$ cat config.mk
export PLATFORM = sky130hd
export DESIGN_NAME = dsof_top
export DESIGN_NICKNAME = d
export VERILOG_FILES = /design/src/rtl/dsof_pkg.sv /design/src/rtl/dsof_top.sv
export SDC_FILE = /design/constraint.sdc
export NUM_CORES = 1
export LEC_CHECK = 0
export ABC_AREA = 1
export BUFFER_PORTS_ARGS = -buffer_cell sky130_fd_sc_hd__buf_2
export CAP_MARGIN = 10
export CELL_PAD_IN_SITES_DETAIL_PLACEMENT = 0
export CELL_PAD_IN_SITES_GLOBAL_PLACEMENT = 1
export CORE_ASPECT_RATIO = 0.8
export CORE_MARGIN = 2
export CORE_UTILIZATION = 46
export CTS_CLUSTER_SIZE = 28
export DETAILED_ROUTE_END_ITERATION = 8
export PLACE_DENSITY = 0.9
export SYNTH_ARGS = -nofsm -noshare
export SYNTH_HDL_FRONTEND = slang
export SYNTH_SLANG_ARGS = --single-unit
export TNS_END_PERCENT = 100
$ cat constraint.sdc
create_clock -name mclk_in -period 3.4 [get_ports mclk_in]
set_input_delay 0 -clock mclk_in [delete_from_list [all_inputs] [get_ports mclk_in]]
set_output_delay 0 -clock mclk_in [all_outputs]
set_load 0.02 [all_outputs]
$ cat src/rtl/dsof_pkg.sv
// Package for the drive status output flag block: codes, offsets, reset values
package dsof_pkg;

	localparam int FLAG_W = 8;
	localparam int NUM_TERM = 5;
	localparam int NUM_SEL = 6;
	localparam int ADDR_W = 5;
	localparam int DATA_W = 8;

	// Flag bit positions
	localparam int FLAG_FAN = 0;
	localparam int FLAG_START = 1;
	localparam int FLAG_OHEAT = 2;
	localparam int FLAG_LOWCUR = 3;
	localparam int FLAG_READY = 4;
	localparam int FLAG_FWD = 5;
	localparam int FLAG_REV = 6;
	localparam int FLAG_MAJOR = 7;

	// Function-select codes (decimal 40, 41, 42, 43, 50, 51, 52, 53)
	localparam logic [7:0] CODE_FAN = 8'h28;
	localparam logic [7:0] CODE_START = 8'h29;
	localparam logic [7:0] CODE_OHEAT = 8'h2A;
	localparam logic [7:0] CODE_LOWCUR = 8'h2B;
	localparam logic [7:0] CODE_READY = 8'h32;
	localparam logic [7:0] CODE_FWD = 8'h33;
	localparam logic [7:0] CODE_REV = 8'h34;
	localparam logic [7:0] CODE_MAJOR = 8'h35;

	// Hardware trip codes that count as major failure (10, 11, 14, 20, 23, 25)
	localparam logic [7:0] TRIP_CT = 8'h0A;
	localparam logic [7:0] TRIP_CPU = 8'h0B;
	localparam logic [7:0] TRIP_GND = 8'h0E;
	localparam logic [7:0] TRIP_FANTEMP = 8'h14;
	localparam logic [7:0] TRIP_GATECOM = 8'h17;
	localparam logic [7:0] TRIP_MAIN = 8'h19;

	// Thresholds and setting values
	localparam logic [7:0] FAN_SLOW_PCT = 8'h4B;
	localparam logic [7:0] FAN_CTL_NOWARN = 8'h01;
	localparam logic [7:0] HEAT_MAX_C = 8'hC8;
	localparam logic [7:0] LOWCUR_MAX = 8'hC8;
	localparam logic [7:0] LOWCUR_ALWAYS = 8'h00;
	localparam logic [7:0] LOWCUR_CONST = 8'h01;
	localparam logic [7:0] RUN_SRC_REG = 8'h01;

	// Register offsets
	localparam logic [ADDR_W-1:0] REG_SEL0 = 5'h00;
	localparam logic [ADDR_W-1:0] REG_RELAY_SEL = 5'h05;
	localparam logic [ADDR_W-1:0] REG_FAN_CTL = 5'h06;
	localparam logic [ADDR_W-1:0] REG_HEAT_WARN = 5'h07;
	localparam logic [ADDR_W-1:0] REG_LOC_MODE = 5'h08;
	localparam logic [ADDR_W-1:0] REG_LOC_THR = 5'h09;
	localparam logic [ADDR_W-1:0] REG_RUN_SRC = 5'h0A;
	localparam logic [ADDR_W-1:0] REG_SW_CMD = 5'h0B;
	localparam logic [ADDR_W-1:0] REG_FLAGS = 5'h0C;
	localparam logic [ADDR_W-1:0] REG_LIFE = 5'h0D;
	localparam logic [ADDR_W-1:0] REG_IRQ_STAT = 5'h0E;
	localparam logic [ADDR_W-1:0] REG_IRQ_MASK = 5'h0F;

	// Reset values
	localparam logic [5:0][7:0] RST_SEL = {CODE_MAJOR, CODE_READY, CODE_LOWCUR,
		CODE_OHEAT, CODE_START, CODE_FAN};
	localparam logic [7:0] RST_FAN_CTL = 8'h00;
	localparam logic [7:0] RST_HEAT_WARN = 8'h78;
	localparam logic [7:0] RST_LOC_MODE = 8'h00;
	localparam logic [7:0] RST_LOC_THR = 8'h50;
	localparam logic [7:0] RST_RUN_SRC = 8'h00;
	localparam logic [7:0] RST_MASK = 8'h00;

	typedef enum logic [1:0] {DSOF_STOP, DSOF_RUN_FWD, DSOF_RUN_REV} dsof_run_t;

endpackage : dsof_pkg

$ cat src/rtl/dsof_top.sv
// Drive status flag generator with selectable output terminals and alarm relay
`timescale 1ns/1ps

module dsof_top (
	input wire logic mclk_in, // 40 MHz clock
	input wire logic reset_n_in, // Synchronous reset, active low
	input wire logic [dsof_pkg::ADDR_W-1:0] addr_in, // Register address
	input wire logic [dsof_pkg::DATA_W-1:0] wr_data_in, // Register write data
	input wire logic wr_en_in, // Write strobe
	input wire logic rd_en_in, // Read strobe
	output logic [dsof_pkg::DATA_W-1:0] rd_data_out, // Read data, cycle after strobe
	input wire logic [7:0] fan_speed_pct_in, // Fan speed, percent of full
	input wire logic [7:0] heatsink_temp_in, // Heat sink temperature, degrees C
	input wire logic [7:0] out_current_in, // Output current, hundredths of rated
	input wire logic const_speed_in, // Motor at constant speed
	input wire logic main_power_ok_in, // Main power present
	input wire logic trip_active_in, // Drive is in a trip state
	input wire logic trip_event_in, // One-cycle trip pulse
	input wire logic [7:0] trip_code_in, // Error number with trip pulse
	input wire logic fault_reset_in, // Clears major failure
	input wire logic forward_run_command_in, // Forward command terminal
	input wire logic reverse_run_command_in, // Reverse command terminal
	output logic motor_fwd_out, // Drive motor forward
	output logic motor_rev_out, // Drive motor reverse
	output logic [dsof_pkg::NUM_TERM-1:0] terminal_out, // Programmable terminals
	output logic relay_out, // Alarm relay
	output logic irq_out // Interrupt, level
);
	import dsof_pkg::*;

	typedef struct packed {
		logic [NUM_SEL-1:0][7:0] sel;
		logic [7:0] fan_control_setting;
		logic [7:0] heatsink_warn_level;
		logic [7:0] low_current_mode_setting;
		logic [7:0] low_current_threshold;
		logic [7:0] run_command_source;
		logic [1:0] sw_cmd;
		logic blocked;
		dsof_run_t run;
		logic [FLAG_W-1:0] flags;
		logic [FLAG_W-1:0] status;
		logic [FLAG_W-1:0] mask;
		logic major;
		logic [NUM_TERM-1:0] term;
		logic relay;
		logic [DATA_W-1:0] rd_data;
	} dsof_state_t;

	localparam dsof_state_t RST_STATE = '{
		sel: RST_SEL,
		fan_control_setting: RST_FAN_CTL,
		heatsink_warn_level: RST_HEAT_WARN,
		low_current_mode_setting: RST_LOC_MODE,
		low_current_threshold: RST_LOC_THR,
		run_command_source: RST_RUN_SRC,
		sw_cmd: 2'h0,
		blocked: 1'b0,
		run: DSOF_STOP,
		flags: 8'h00,
		status: 8'h00,
		mask: RST_MASK,
		major: 1'b0,
		term: 5'h00,
		relay: 1'b0,
		rd_data: 8'h00
	};

	dsof_state_t st;
	dsof_state_t next_st;

	// Unknown codes drive the output low
	function automatic logic select_flag(input logic [7:0] code, input logic [FLAG_W-1:0] f);
		case (code)
			CODE_FAN: select_flag = f[FLAG_FAN];
			CODE_START: select_flag = f[FLAG_START];
			CODE_OHEAT: select_flag = f[FLAG_OHEAT];
			CODE_LOWCUR: select_flag = f[FLAG_LOWCUR];
			CODE_READY: select_flag = f[FLAG_READY];
			CODE_FWD: select_flag = f[FLAG_FWD];
			CODE_REV: select_flag = f[FLAG_REV];
			CODE_MAJOR: select_flag = f[FLAG_MAJOR];
			default: select_flag = 1'b0;
		endcase
	endfunction : select_flag

	function automatic logic [7:0] clamp(input logic [7:0] v, input logic [7:0] lim);
		clamp = (v > lim) ? lim : v;
	endfunction : clamp

	logic fwd_cmd;
	logic rev_cmd;
	logic any_cmd;
	logic ready;
	logic major_trip;
	logic running;
	logic loc_gate;
	logic [FLAG_W-1:0] next_flags;

	always_comb begin
		next_st = st;
		// Software commands steer the motor only when chosen as run source
		fwd_cmd = (st.run_command_source == RUN_SRC_REG) ? st.sw_cmd[0] : forward_run_command_in;
		rev_cmd = (st.run_command_source == RUN_SRC_REG) ? st.sw_cmd[1] : reverse_run_command_in;
		any_cmd = fwd_cmd | rev_cmd;
		ready = main_power_ok_in & ~trip_active_in & ~st.major;
		major_trip = trip_event_in & (trip_code_in == TRIP_CT || trip_code_in == TRIP_CPU ||
			trip_code_in == TRIP_GND || trip_code_in == TRIP_FANTEMP ||
			trip_code_in == TRIP_GATECOM || trip_code_in == TRIP_MAIN);

		// Latch a command seen while not ready until it is released
		if (any_cmd && !ready) begin
			next_st.blocked = 1'b1;
		end else if (!any_cmd) begin
			next_st.blocked = 1'b0;
		end

		if (!ready || next_st.blocked) begin
			next_st.run = DSOF_STOP;
		end else if (fwd_cmd && rev_cmd) begin
			next_st.run = DSOF_STOP;
		end else if (fwd_cmd) begin
			next_st.run = DSOF_RUN_FWD;
		end else if (rev_cmd) begin
			next_st.run = DSOF_RUN_REV;
		end else begin
			next_st.run = DSOF_STOP;
		end
		running = (next_st.run != DSOF_STOP);

		// Trip wins over a simultaneous fault reset
		if (major_trip) begin
			next_st.major = 1'b1;
		end else if (fault_reset_in) begin
			next_st.major = 1'b0;
		end

		case (st.low_current_mode_setting)
			LOWCUR_CONST: loc_gate = running & const_speed_in;
			default: loc_gate = running;
		endcase

		next_flags = '0;
		next_flags[FLAG_FAN] = (fan_speed_pct_in <= FAN_SLOW_PCT) &&
			(st.fan_control_setting != FAN_CTL_NOWARN);
		next_flags[FLAG_START] = forward_run_command_in | reverse_run_command_in |
			(|st.sw_cmd);
		next_flags[FLAG_OHEAT] = heatsink_temp_in > st.heatsink_warn_level;
		next_flags[FLAG_LOWCUR] = (out_current_in <= st.low_current_threshold) & loc_gate;
		next_flags[FLAG_READY] = ready;
		next_flags[FLAG_FWD] = (next_st.run == DSOF_RUN_FWD);
		next_flags[FLAG_REV] = (next_st.run == DSOF_RUN_REV);
		next_flags[FLAG_MAJOR] = next_st.major;
		next_st.flags = next_flags;

		for (int i = 0; i < NUM_TERM; i++) begin
			next_st.term[i] = select_flag(st.sel[i], next_flags);
		end
		next_st.relay = select_flag(st.sel[NUM_SEL-1], next_flags);

		// Rising flags set sticky bits; a set in the clear cycle wins
		next_st.status = st.status;
		if (wr_en_in && addr_in == REG_IRQ_STAT) begin
			next_st.status = st.status & ~wr_data_in;
		end
		next_st.status = next_st.status | (next_flags & ~st.flags);

		if (wr_en_in) begin
			if (addr_in <= REG_RELAY_SEL) begin
				next_st.sel[addr_in[2:0]] = wr_data_in;
			end
			case (addr_in)
				REG_FAN_CTL: next_st.fan_control_setting = wr_data_in;
				REG_HEAT_WARN: next_st.heatsink_warn_level = clamp(wr_data_in, HEAT_MAX_C);
				REG_LOC_MODE: next_st.low_current_mode_setting = wr_data_in;
				REG_LOC_THR: next_st.low_current_threshold = clamp(wr_data_in, LOWCUR_MAX);
				REG_RUN_SRC: next_st.run_command_source = wr_data_in;
				REG_SW_CMD: next_st.sw_cmd = wr_data_in[1:0];
				REG_IRQ_MASK: next_st.mask = wr_data_in;
				default: ;
			endcase
		end

		next_st.rd_data = 8'h00;
		if (rd_en_in) begin
			if (addr_in <= REG_RELAY_SEL) begin
				next_st.rd_data = st.sel[addr_in[2:0]];
			end
			case (addr_in)
				REG_FAN_CTL: next_st.rd_data = st.fan_control_setting;
				REG_HEAT_WARN: next_st.rd_data = st.heatsink_warn_level;
				REG_LOC_MODE: next_st.rd_data = st.low_current_mode_setting;
				REG_LOC_THR: next_st.rd_data = st.low_current_threshold;
				REG_RUN_SRC: next_st.rd_data = st.run_command_source;
				REG_SW_CMD: next_st.rd_data = {6'h00, st.sw_cmd};
				REG_FLAGS: next_st.rd_data = st.flags;
				REG_LIFE: next_st.rd_data = {7'h00, st.flags[FLAG_FAN]};
				REG_IRQ_STAT: next_st.rd_data = st.status;
				REG_IRQ_MASK: next_st.rd_data = st.mask;
				default: ;
			endcase
		end
	end

	always_ff @(posedge mclk_in) begin
		if (!reset_n_in) begin
			st <= RST_STATE;
		end else begin
			st <= next_st;
		end
	end

	assign rd_data_out = st.rd_data;
	assign motor_fwd_out = (st.run == DSOF_RUN_FWD);
	assign motor_rev_out = (st.run == DSOF_RUN_REV);
	assign terminal_out = st.term;
	assign relay_out = st.relay;
	assign irq_out = |(st.status & st.mask);
endmodule : dsof_top

Yosys cells after proc, flatten, opt, wreduce, memory -nomap -nowiden
Index checks and enable logic that the tools add are counted.
- $lt $le $gt $ge: 7
- eq/ne operators: 71
- multiplexer cells: 26
- bitwise logic cells: 16
- reductions and logical operators: 24
- operator list (cell ; count):
    $eq A8 B6 Y1 const B ; 48
    $pmux W8 S10 ; 1
    $bwmux W48 ; 1
    $pmux W1 S8 ; 6
    $eq A5 B4 Y1 const B ; 8
    $mux W8 ; 5
    $and A8 B8 Y8 ; 3
    $bmux W8 S3 ; 1
    $demux W8 S3 ; 1
    $eq A8 B4 Y1 const B ; 3
    $eq A8 B5 Y1 const B ; 3
    $reduce_and A2 Y1 ; 9
    $eq A8 B1 Y1 const B ; 2
    $not A8 Y8 ; 2
    $eq A5 B3 Y1 const B ; 2
    $gt A8 B8 Y1 ; 1
    $gt A8 B8 Y1 const B ; 1
    $le A8 B7 Y1 const B ; 1
    $le A8 B8 Y1 ; 1
    $mux W2 ; 4
    $ne A8 B1 Y1 const B ; 1
    $or A8 B8 Y8 ; 1
    $reduce_or A8 Y1 ; 1
    $mux W1 ; 7
    other kinds (13) ; 31
- flip-flop bits (word level): 132
- bits of input ports: 56
- logic and storage cells: 165

Depth between registers and ports, before layout
Gate-level depths: netlist of the first run.
- word-level depth: 14
- gate-level depth with buffers: 14
- gate-level depth less buffers: 14

Worst setup path before layout of the first run
Ideal clock, no wire load.
- kind: flip-flop to flip-flop
- start point: register st[59] (netlist name)
- end point: register st[26] (netlist name)
- library setup time: 0.067 ns
- arrival time: 1.550 ns
- path slack: 1.782 ns
- stages on the path, launching flop included: 11
- clock period less this slack: 1.618 ns
- path through: dfxtp_1 inv_1 ha_1 a21o_1 nor2_1 nand2_1 a21oi_1 nand2_1 nor2_2 nand2_1 o21ai_2
- word-level cells in the longest chain between the ends: 4
- RTL lines (element ; line ; text):
    start: declaration ; dsof_top.sv:69 ; dsof_state_t st;
    start signal: assignment ; dsof_top.sv:209 ; st <= next_st;
    $le A8 B8 Y1 ; dsof_top.sv:149 ; next_flags[FLAG_LOWCUR] = (out_current_in <= st.low_current_threshold) & loc_gate;
    $and A1 B1 Y1 ; dsof_top.sv:149 ;
    $and A8 B8 Y8 ; dsof_top.sv:166 ; next_st.status = next_st.status | (next_flags & ~st.flags);
    $or A8 B8 Y8 ; dsof_top.sv:166 ;
No other way between the ends.
A chain may end at the register's enable or synchronous reset.

Worst setup path in the final report of the first run
- start point: register st[69] (netlist name)
- end point: register st (netlist bit terminal_out[4])
- word-level cells in the longest chain between the ends: 2
- RTL lines (element ; line ; text):
    $gt A8 B8 Y1 ; dsof_top.sv:148 ; next_flags[FLAG_OHEAT] = heatsink_temp_in > st.heatsink_warn_level;
    $pmux W1 S8 ; dsof_top.sv:74 ; case (code)
No other way between the ends.

==> out/results.ini, run 1 <==
[logic_synthesis]
synth_xor_area_frac=0
async_reset_ff_frac=0
synth_cells=1076
synth-compound-area-share=0.221
synth_ff_type=dfxtp_1
synth_seq_area_share=0.359
synthAdderAreaFrac=0.0274
syn_nets=1148
ys_warn_count=0
synth_edf_count=0
synth.avg_cell_area_um2=6.80
ys_seq_elements=131
yosysUniqueCellTypes=49
yosys.area.top_type=dfxtp_1
synth_top_family_by_area=simple AND/OR/NAND/NOR gates
yosys.area_share.simple=0.267
muxShareOfSynthArea=0
synth_area_um2=7310
synth_area_leaders=dfxtp_1 36%, nand2_1 8.8%, inv_1 8.1%
synth.top_cell.area_share=0.359

[timing]
post-route-min-period_ns=2.16
finalSetupViolCount=0
final.period_utilization=0.635
slew_headroom=0.405
skew_ns=0.0107
worst_pin_slew_ns=0.889
rsz0062_at_grt=false
slew_violations=0
fmaxAchievable_mhz=463
hold_viol_final=0
tns_ns=0

[power_and_ir_drop]
vdd_drop_max_v=0.000365
net-switching-power_uw=1120
pwr-share-seq=0.413
comb_power_share=0.102
powerDensity_nw_per_um2=462
clkPwrFrac=0.484
power_leakage_uw=0.00377
power.internal_uw=2720
switching_share=0.290
power.total_uw=3840

[clock_network]
cts_buffers=17
cts_tree=done
path_clk_slew_ns=0.07
clk_latency_ns=0.44
cts-root-buf=clkbuf_16
htreeDepth=4
cts_setup_buffers=0
cts.sinks=131
cts_resized=0
clockBufferDepth=2
holdBufCountCts=6

[setup_path]
r2r-end=terminal_out[4]
r2r_cells=14
path_class=reg2reg
cp_num_buf_inv=3
slowest_delay_ns=0.33
required_ns=3.77
cpMostUsedCell=nand2_1
end_kind=flop
crit_fanout=5
cpMaxStageDelayCell=dfxtp_1
crit_chain=inv_1, ha_1, inv_1, o21bai_1, nand2_1, nand2_1, nand2_1, nand2_1, nand2_1, nor2_1, nor2_1, nand3_1, nand2_1, inv_1
cp.arrival_ns=2.53
start_kind=flop
critPathTopFamily=simple AND/OR/NAND/NOR gates
reg2reg_from=st[69]
rrSetupSlack_ns=1.24

[layout]
syn2layout_area_growth_pct=13.8
fin_nets=1197
fin_cells=1353
drive_above_1_share=0.124
layout_common_cells=172 x nand2_1, 158 x inv_1, 131 x dfxtp_1, 115 x a21oi_1, 106 x o21ai_0
final_common_cell=nand2_1
final_area_um2=8320
diodes=0

[run]
maxCapViolCount=0

[floorplan]
die_h_um=117
dieArea_um2=16900
num_rows=41
die_w_um=145
start_util=0.467
core_area_um2=15600
pin_count=73

[drt]
avgViaCountPerCell=5.56
drtPass1Iterations=6
drt.antenna.violating_nets=0
initialDrtViolationCount=921
wl_mm=24.2
detail_route.wl_per_cell_um=17.9
dr_total_vias=7529
drc=0

[placement]
dp.final_hpwl_mm=17.2
place_inst=1315
place.gp.congestion=0.984
place_area_um2=7670
port_buffers=70

[global_route]
grt_pass1_wl_mm=37.6
grt_start_max_net_pins=81
antenna_found_initial=0
grt_pass1_vias=6788
grt_overflow=0
grtUsageTotal=0.293

[min_path]
hold_class=in2reg
min_to=st[51]
hold_start=wr_data_in[7]
worstHoldPathCells=3

[outcome]
outcome=finished, final reports clean

state kept, by name, summed over array words and instances, names as in the netlist:
register / cells
st: 117
rd_data_out: 8
terminal_out: 5
relay_out: 1
metal layers:
| metal | up-vias | GRT usage | wire length (um) |
|---|---|---|---|
| met5 | - | 0.0139 | 0 |
| met1 | 3397 | 0.417 | 11400 |
| met4 | 0 | 0.0944 | 549 |
| met3 | 43 | 0.0816 | 2530 |
| li1 | 3691 | - | - |
| met2 | 398 | 0.428 | 9660 |
final cells by class:
cell class / instances / area, um^2
Tap cell: 215 / 269
Inverter: 166 / 631
Multi-Input combinational cell: 728 / 3760
Sequential cell: 131 / 2620
Clock buffer: 17 / 425
Fill cell: 1549 / 7330
Clock inverter: 15 / 159
Timing Repair Buffer: 81 / 448
per-stage QoR:
stage / setup slack (ns) / hold WS, ns / util
after floorplan: 1.78 / 0.143 / -
after global placement: 1.35 / 0.284 / 0.490
after detailed placement: 1.33 / 0.290 / 0.490
after CTS: 1.31 / 0.000719 / 0.532
after global routing: 1.08 / 0.0143 / 0.532
final: 1.24 / 0.0209 / 0.532
cells by family after synthesis:
| group | after synthesis |
|---|---|
| AO/OA/AOI/OAI | 294 |
| buffers and inverters | 217 |
| adder cells (fa/ha/maj) | 16 |
| flip-flops | 131 |
| AND/OR/NAND/NOR | 418 |
worst reg2reg max path, cell delays in order (launching register included):
cell      delay [ns]
dfxtp_1         0.33
inv_1           0.08
ha_1            0.30
inv_1           0.04
o21bai_1        0.11
nand2_1         0.06
nand2_1         0.06
nand2_1         0.05
nand2_1         0.31
nand2_1         0.28
nor2_1          0.20
nor2_1          0.07
nand3_1         0.08
nand2_1         0.05
inv_1           0.07
power by group through the flow:
stage               sequential (uW)  clock, uW  combinational [uW]
global route                   1590       1940                 432
global placement               1620          0                 374
CTS                            1590       1860                 384
finish                         1590       1860                 394
floorplan                      1620          0                 250
detailed placement             1620          0                 377
Yosys cell counts, types with 4 or more instances:
master       n
nand4_1     19
o21ai_0    106
o22ai_1     30
o21ai_1      9
buf_4       17
clkbuf_1    21
a211oi_1     4
ha_1        16
nand2_1    172
nor2_1     103
a21oi_1    115
buf_2        8
inv_2        5
buf_6        4
o221ai_1     5
nor2_4       8
a221oi_1     5
nor3_1      21
dfxtp_1    131
o211ai_1     5
inv_1      158
nand2_4      4
o2111ai_1    5
nand3_1     69
nor4_1       4
worst max path at each step:
stage / slack [ns] / cells after the start / to / from
finish: 1.24 / 14 / terminal_out[4] / st[69]
global route: 1.08 / 11 / terminal_out[0] / st[46]
CTS: 1.31 / 11 / terminal_out[0] / st[46]
detailed placement: 1.33 / 11 / terminal_out[0] / st[46]
global placement: 1.35 / 12 / terminal_out[0] / st[46]
floorplan: 1.78 / 10 / st[26] / st[59]
Power figures use the tool's default switching activity.
==> run 2: changes to the inputs <==
--- a/config.mk
+++ b/config.mk
@@ -12,10 +12,10 @@
 export CELL_PAD_IN_SITES_GLOBAL_PLACEMENT = 1
 export CORE_ASPECT_RATIO = 0.8
 export CORE_MARGIN = 2
-export CORE_UTILIZATION = 46
+export CORE_UTILIZATION = 43
 export CTS_CLUSTER_SIZE = 28
 export DETAILED_ROUTE_END_ITERATION = 8
-export PLACE_DENSITY = 0.9
+export PLACE_DENSITY = 0.85
 export SYNTH_ARGS = -nofsm -noshare
 export SYNTH_HDL_FRONTEND = slang
 export SYNTH_SLANG_ARGS = --single-unit
==> constraint.sdc (replaced) <==
create_clock -name mclk_in -period 2.1 [get_ports mclk_in]
set_input_delay 0 -clock mclk_in [delete_from_list [all_inputs] [get_ports mclk_in]]
set_output_delay 0 -clock mclk_in [all_outputs]
set_load 0.02 [all_outputs]
==> run 2 against run 1 <==
  * Clock power up 60%
  * Sequential share of layout area down 0.54 points
  * Clock-buffer cell count up 1
  * Critical path type unchanged
  * Largest cell class unchanged
  * Highest routed layer unchanged
==> out/results.ini, run 2 (synthesis results as in run 1) <==
[timing]
skew_ns=0.0103
finalSetupViolCount=0
tns_ns=0
rsz0062_at_grt=false
hold_viol_final=0
fin_ws_ns=0.142
worst_pin_slew_ns=0.763
slew_violations=0
fmaxAchievable_mhz=511
slew_headroom=0.492
final.period_utilization=0.932
post-route-min-period_ns=1.96

[drt]
drt.antenna.violating_nets=0
detail_route.wl_per_cell_um=18.2
wl_mm=25.0
avgViaCountPerCell=5.56
drtPass1Iterations=8
initialDrtViolationCount=919
dr_total_vias=7629
drc=0

[layout]
drive_above_1_share=0.135
syn2layout_area_growth_pct=15.7
largest-register=st
diodes=0
layout_common_cells=171 x nand2_1, 158 x inv_1, 131 x dfxtp_1, 115 x a21oi_1, 106 x o21ai_0
largest_register_ffs=117
final_common_cell=nand2_1
fin_nets=1212
fin_cells=1373

[global_route]
grt_start_max_net_pins=81
grt_pass1_wl_mm=39.0
grt_overflow=0
antenna_found_initial=0
grtUsageTotal=0.288
grt_pass1_vias=6905

[setup_path]
crit_chain=inv_1, nand2_1, nor2_2, nand2_1, nand2_1, nand2_1, nand3_4, nand2_2, nand3_1, nand3_1, nand2_1, inv_1
cpMaxStageDelayCell=dfxtp_1
critPathTopFamily=simple AND/OR/NAND/NOR gates
crit_fanout=7
end_kind=flop
cpMostUsedCell=nand2_1
cp.arrival_ns=2.28
path_class=reg2reg
required_ns=2.42
cp_num_buf_inv=2
start_kind=flop
slowest_delay_ns=0.30

[power_and_ir_drop]
powerDensity_nw_per_um2=735
power.internal_uw=4440
pwr-share-seq=0.413
power.total_uw=6220
vdd_drop_max_v=0.000578
power_leakage_uw=0.00384
net-switching-power_uw=1770
comb_power_share=0.107
clkPwrFrac=0.480
switching_share=0.285

[floorplan]
pin_count=73
die_w_um=150
dieArea_um2=18100
die_h_um=121
num_rows=42
start_util=0.440
core_area_um2=16600

[placement]
place_inst=1332
pre_cts_ws_ns=0.106
port_buffers=70
place.gp.congestion=0.981
dp.final_hpwl_mm=18.3

[clock_network]
clk_latency_ns=0.43
htreeDepth=4
cts.sinks=131
path_clk_slew_ns=0.07
cts_setup_buffers=0
cts-root-buf=clkbuf_16
clockBufferDepth=2
cts_tree=done
cts_buffers=17

[outcome]
outcome=finished, final reports clean

[min_path]
hold_class=in2reg

[run]
maxCapViolCount=0

## run 2: changes by cell type in the layout (fill, tap and decap cells not counted), sizes merged
| cell | previous run | this run |
|---|---|---|
| dlygate4sd3 | 6 | 9 |
| inv | 176 | 174 |
| clkbuf | 17 | 18 |
| buf | 75 | 87 |
| clkinv | 3 | 2 |
| clkinvlp | 1 | 3 |
## run 2: metal layers
metal	GRT usage	wire (um)	vias up
li1	-	-	3718
met1	0.426	11800	3493
met2	0.398	9960	379
met3	0.0894	2800	39
met4	0.0837	494	0
met5	0	0	-
## run 2: worst paths after layout
check	start	endpoint	slack (ns)	cells past startpoint
min	main_power_ok_in	st[35]	0.03	5
max	st[48]	terminal_out[0]	0.14	12
max reg2reg	st[48]	terminal_out[0]	0.14	12
min reg2reg	st[32]	st[24]	0.45	1
## run 2: cell type report
cell class | instances | area (um^2)
Fill cell | 1756 | 8140
Multi-Input combinational cell | 728 | 3770
Sequential cell | 131 | 2620
Inverter | 166 | 631
Timing Repair Buffer | 96 | 581
Clock buffer | 18 | 439
Tap cell | 220 | 275
Clock inverter | 14 | 143
## run 2: timing repair
| item | 4_1_cts | 5_1_grt |
|---|---|---|
| resized for setup | 0 | 3 |
| hold endpoints to repair | 16 | 0 |
| hold buffers | 9 | 0 |
| endpoints found under the setup margin | 0 | 7 |
## run 2: power groups by stage
stage          combinational [uW]  sequential, uW  clock, uW
6_report                      665            2570       2980
2_1_floorplan                 404            2620          0
5_1_grt                       730            2570       3120
3_5_place_dp                  634            2620          0
3_3_place_gp                  631            2620          0
4_1_cts                       649            2570       3000
## run 2: per-stage QoR
stage                     hold slack [ns]   util  cell area, um^2
after detailed placement            0.287  0.469             7780
final                              0.0273  0.510             8460
after floorplan                     0.143      -             7310
after global placement              0.287  0.469             7780
after global routing               0.0291  0.510             8460
after CTS                         0.00401  0.509             8450
## run 2: worst reg2reg max path, cell delays in order, from the launching register on
cell     delay, ns
dfxtp_1       0.30
inv_1         0.09
nand2_1       0.09
nor2_2        0.26
nand2_1       0.15
nand2_1       0.09
nand2_1       0.15
nand3_4       0.20
nand2_2       0.19
nand3_1       0.11
nand3_1       0.11
nand2_1       0.08
inv_1         0.04
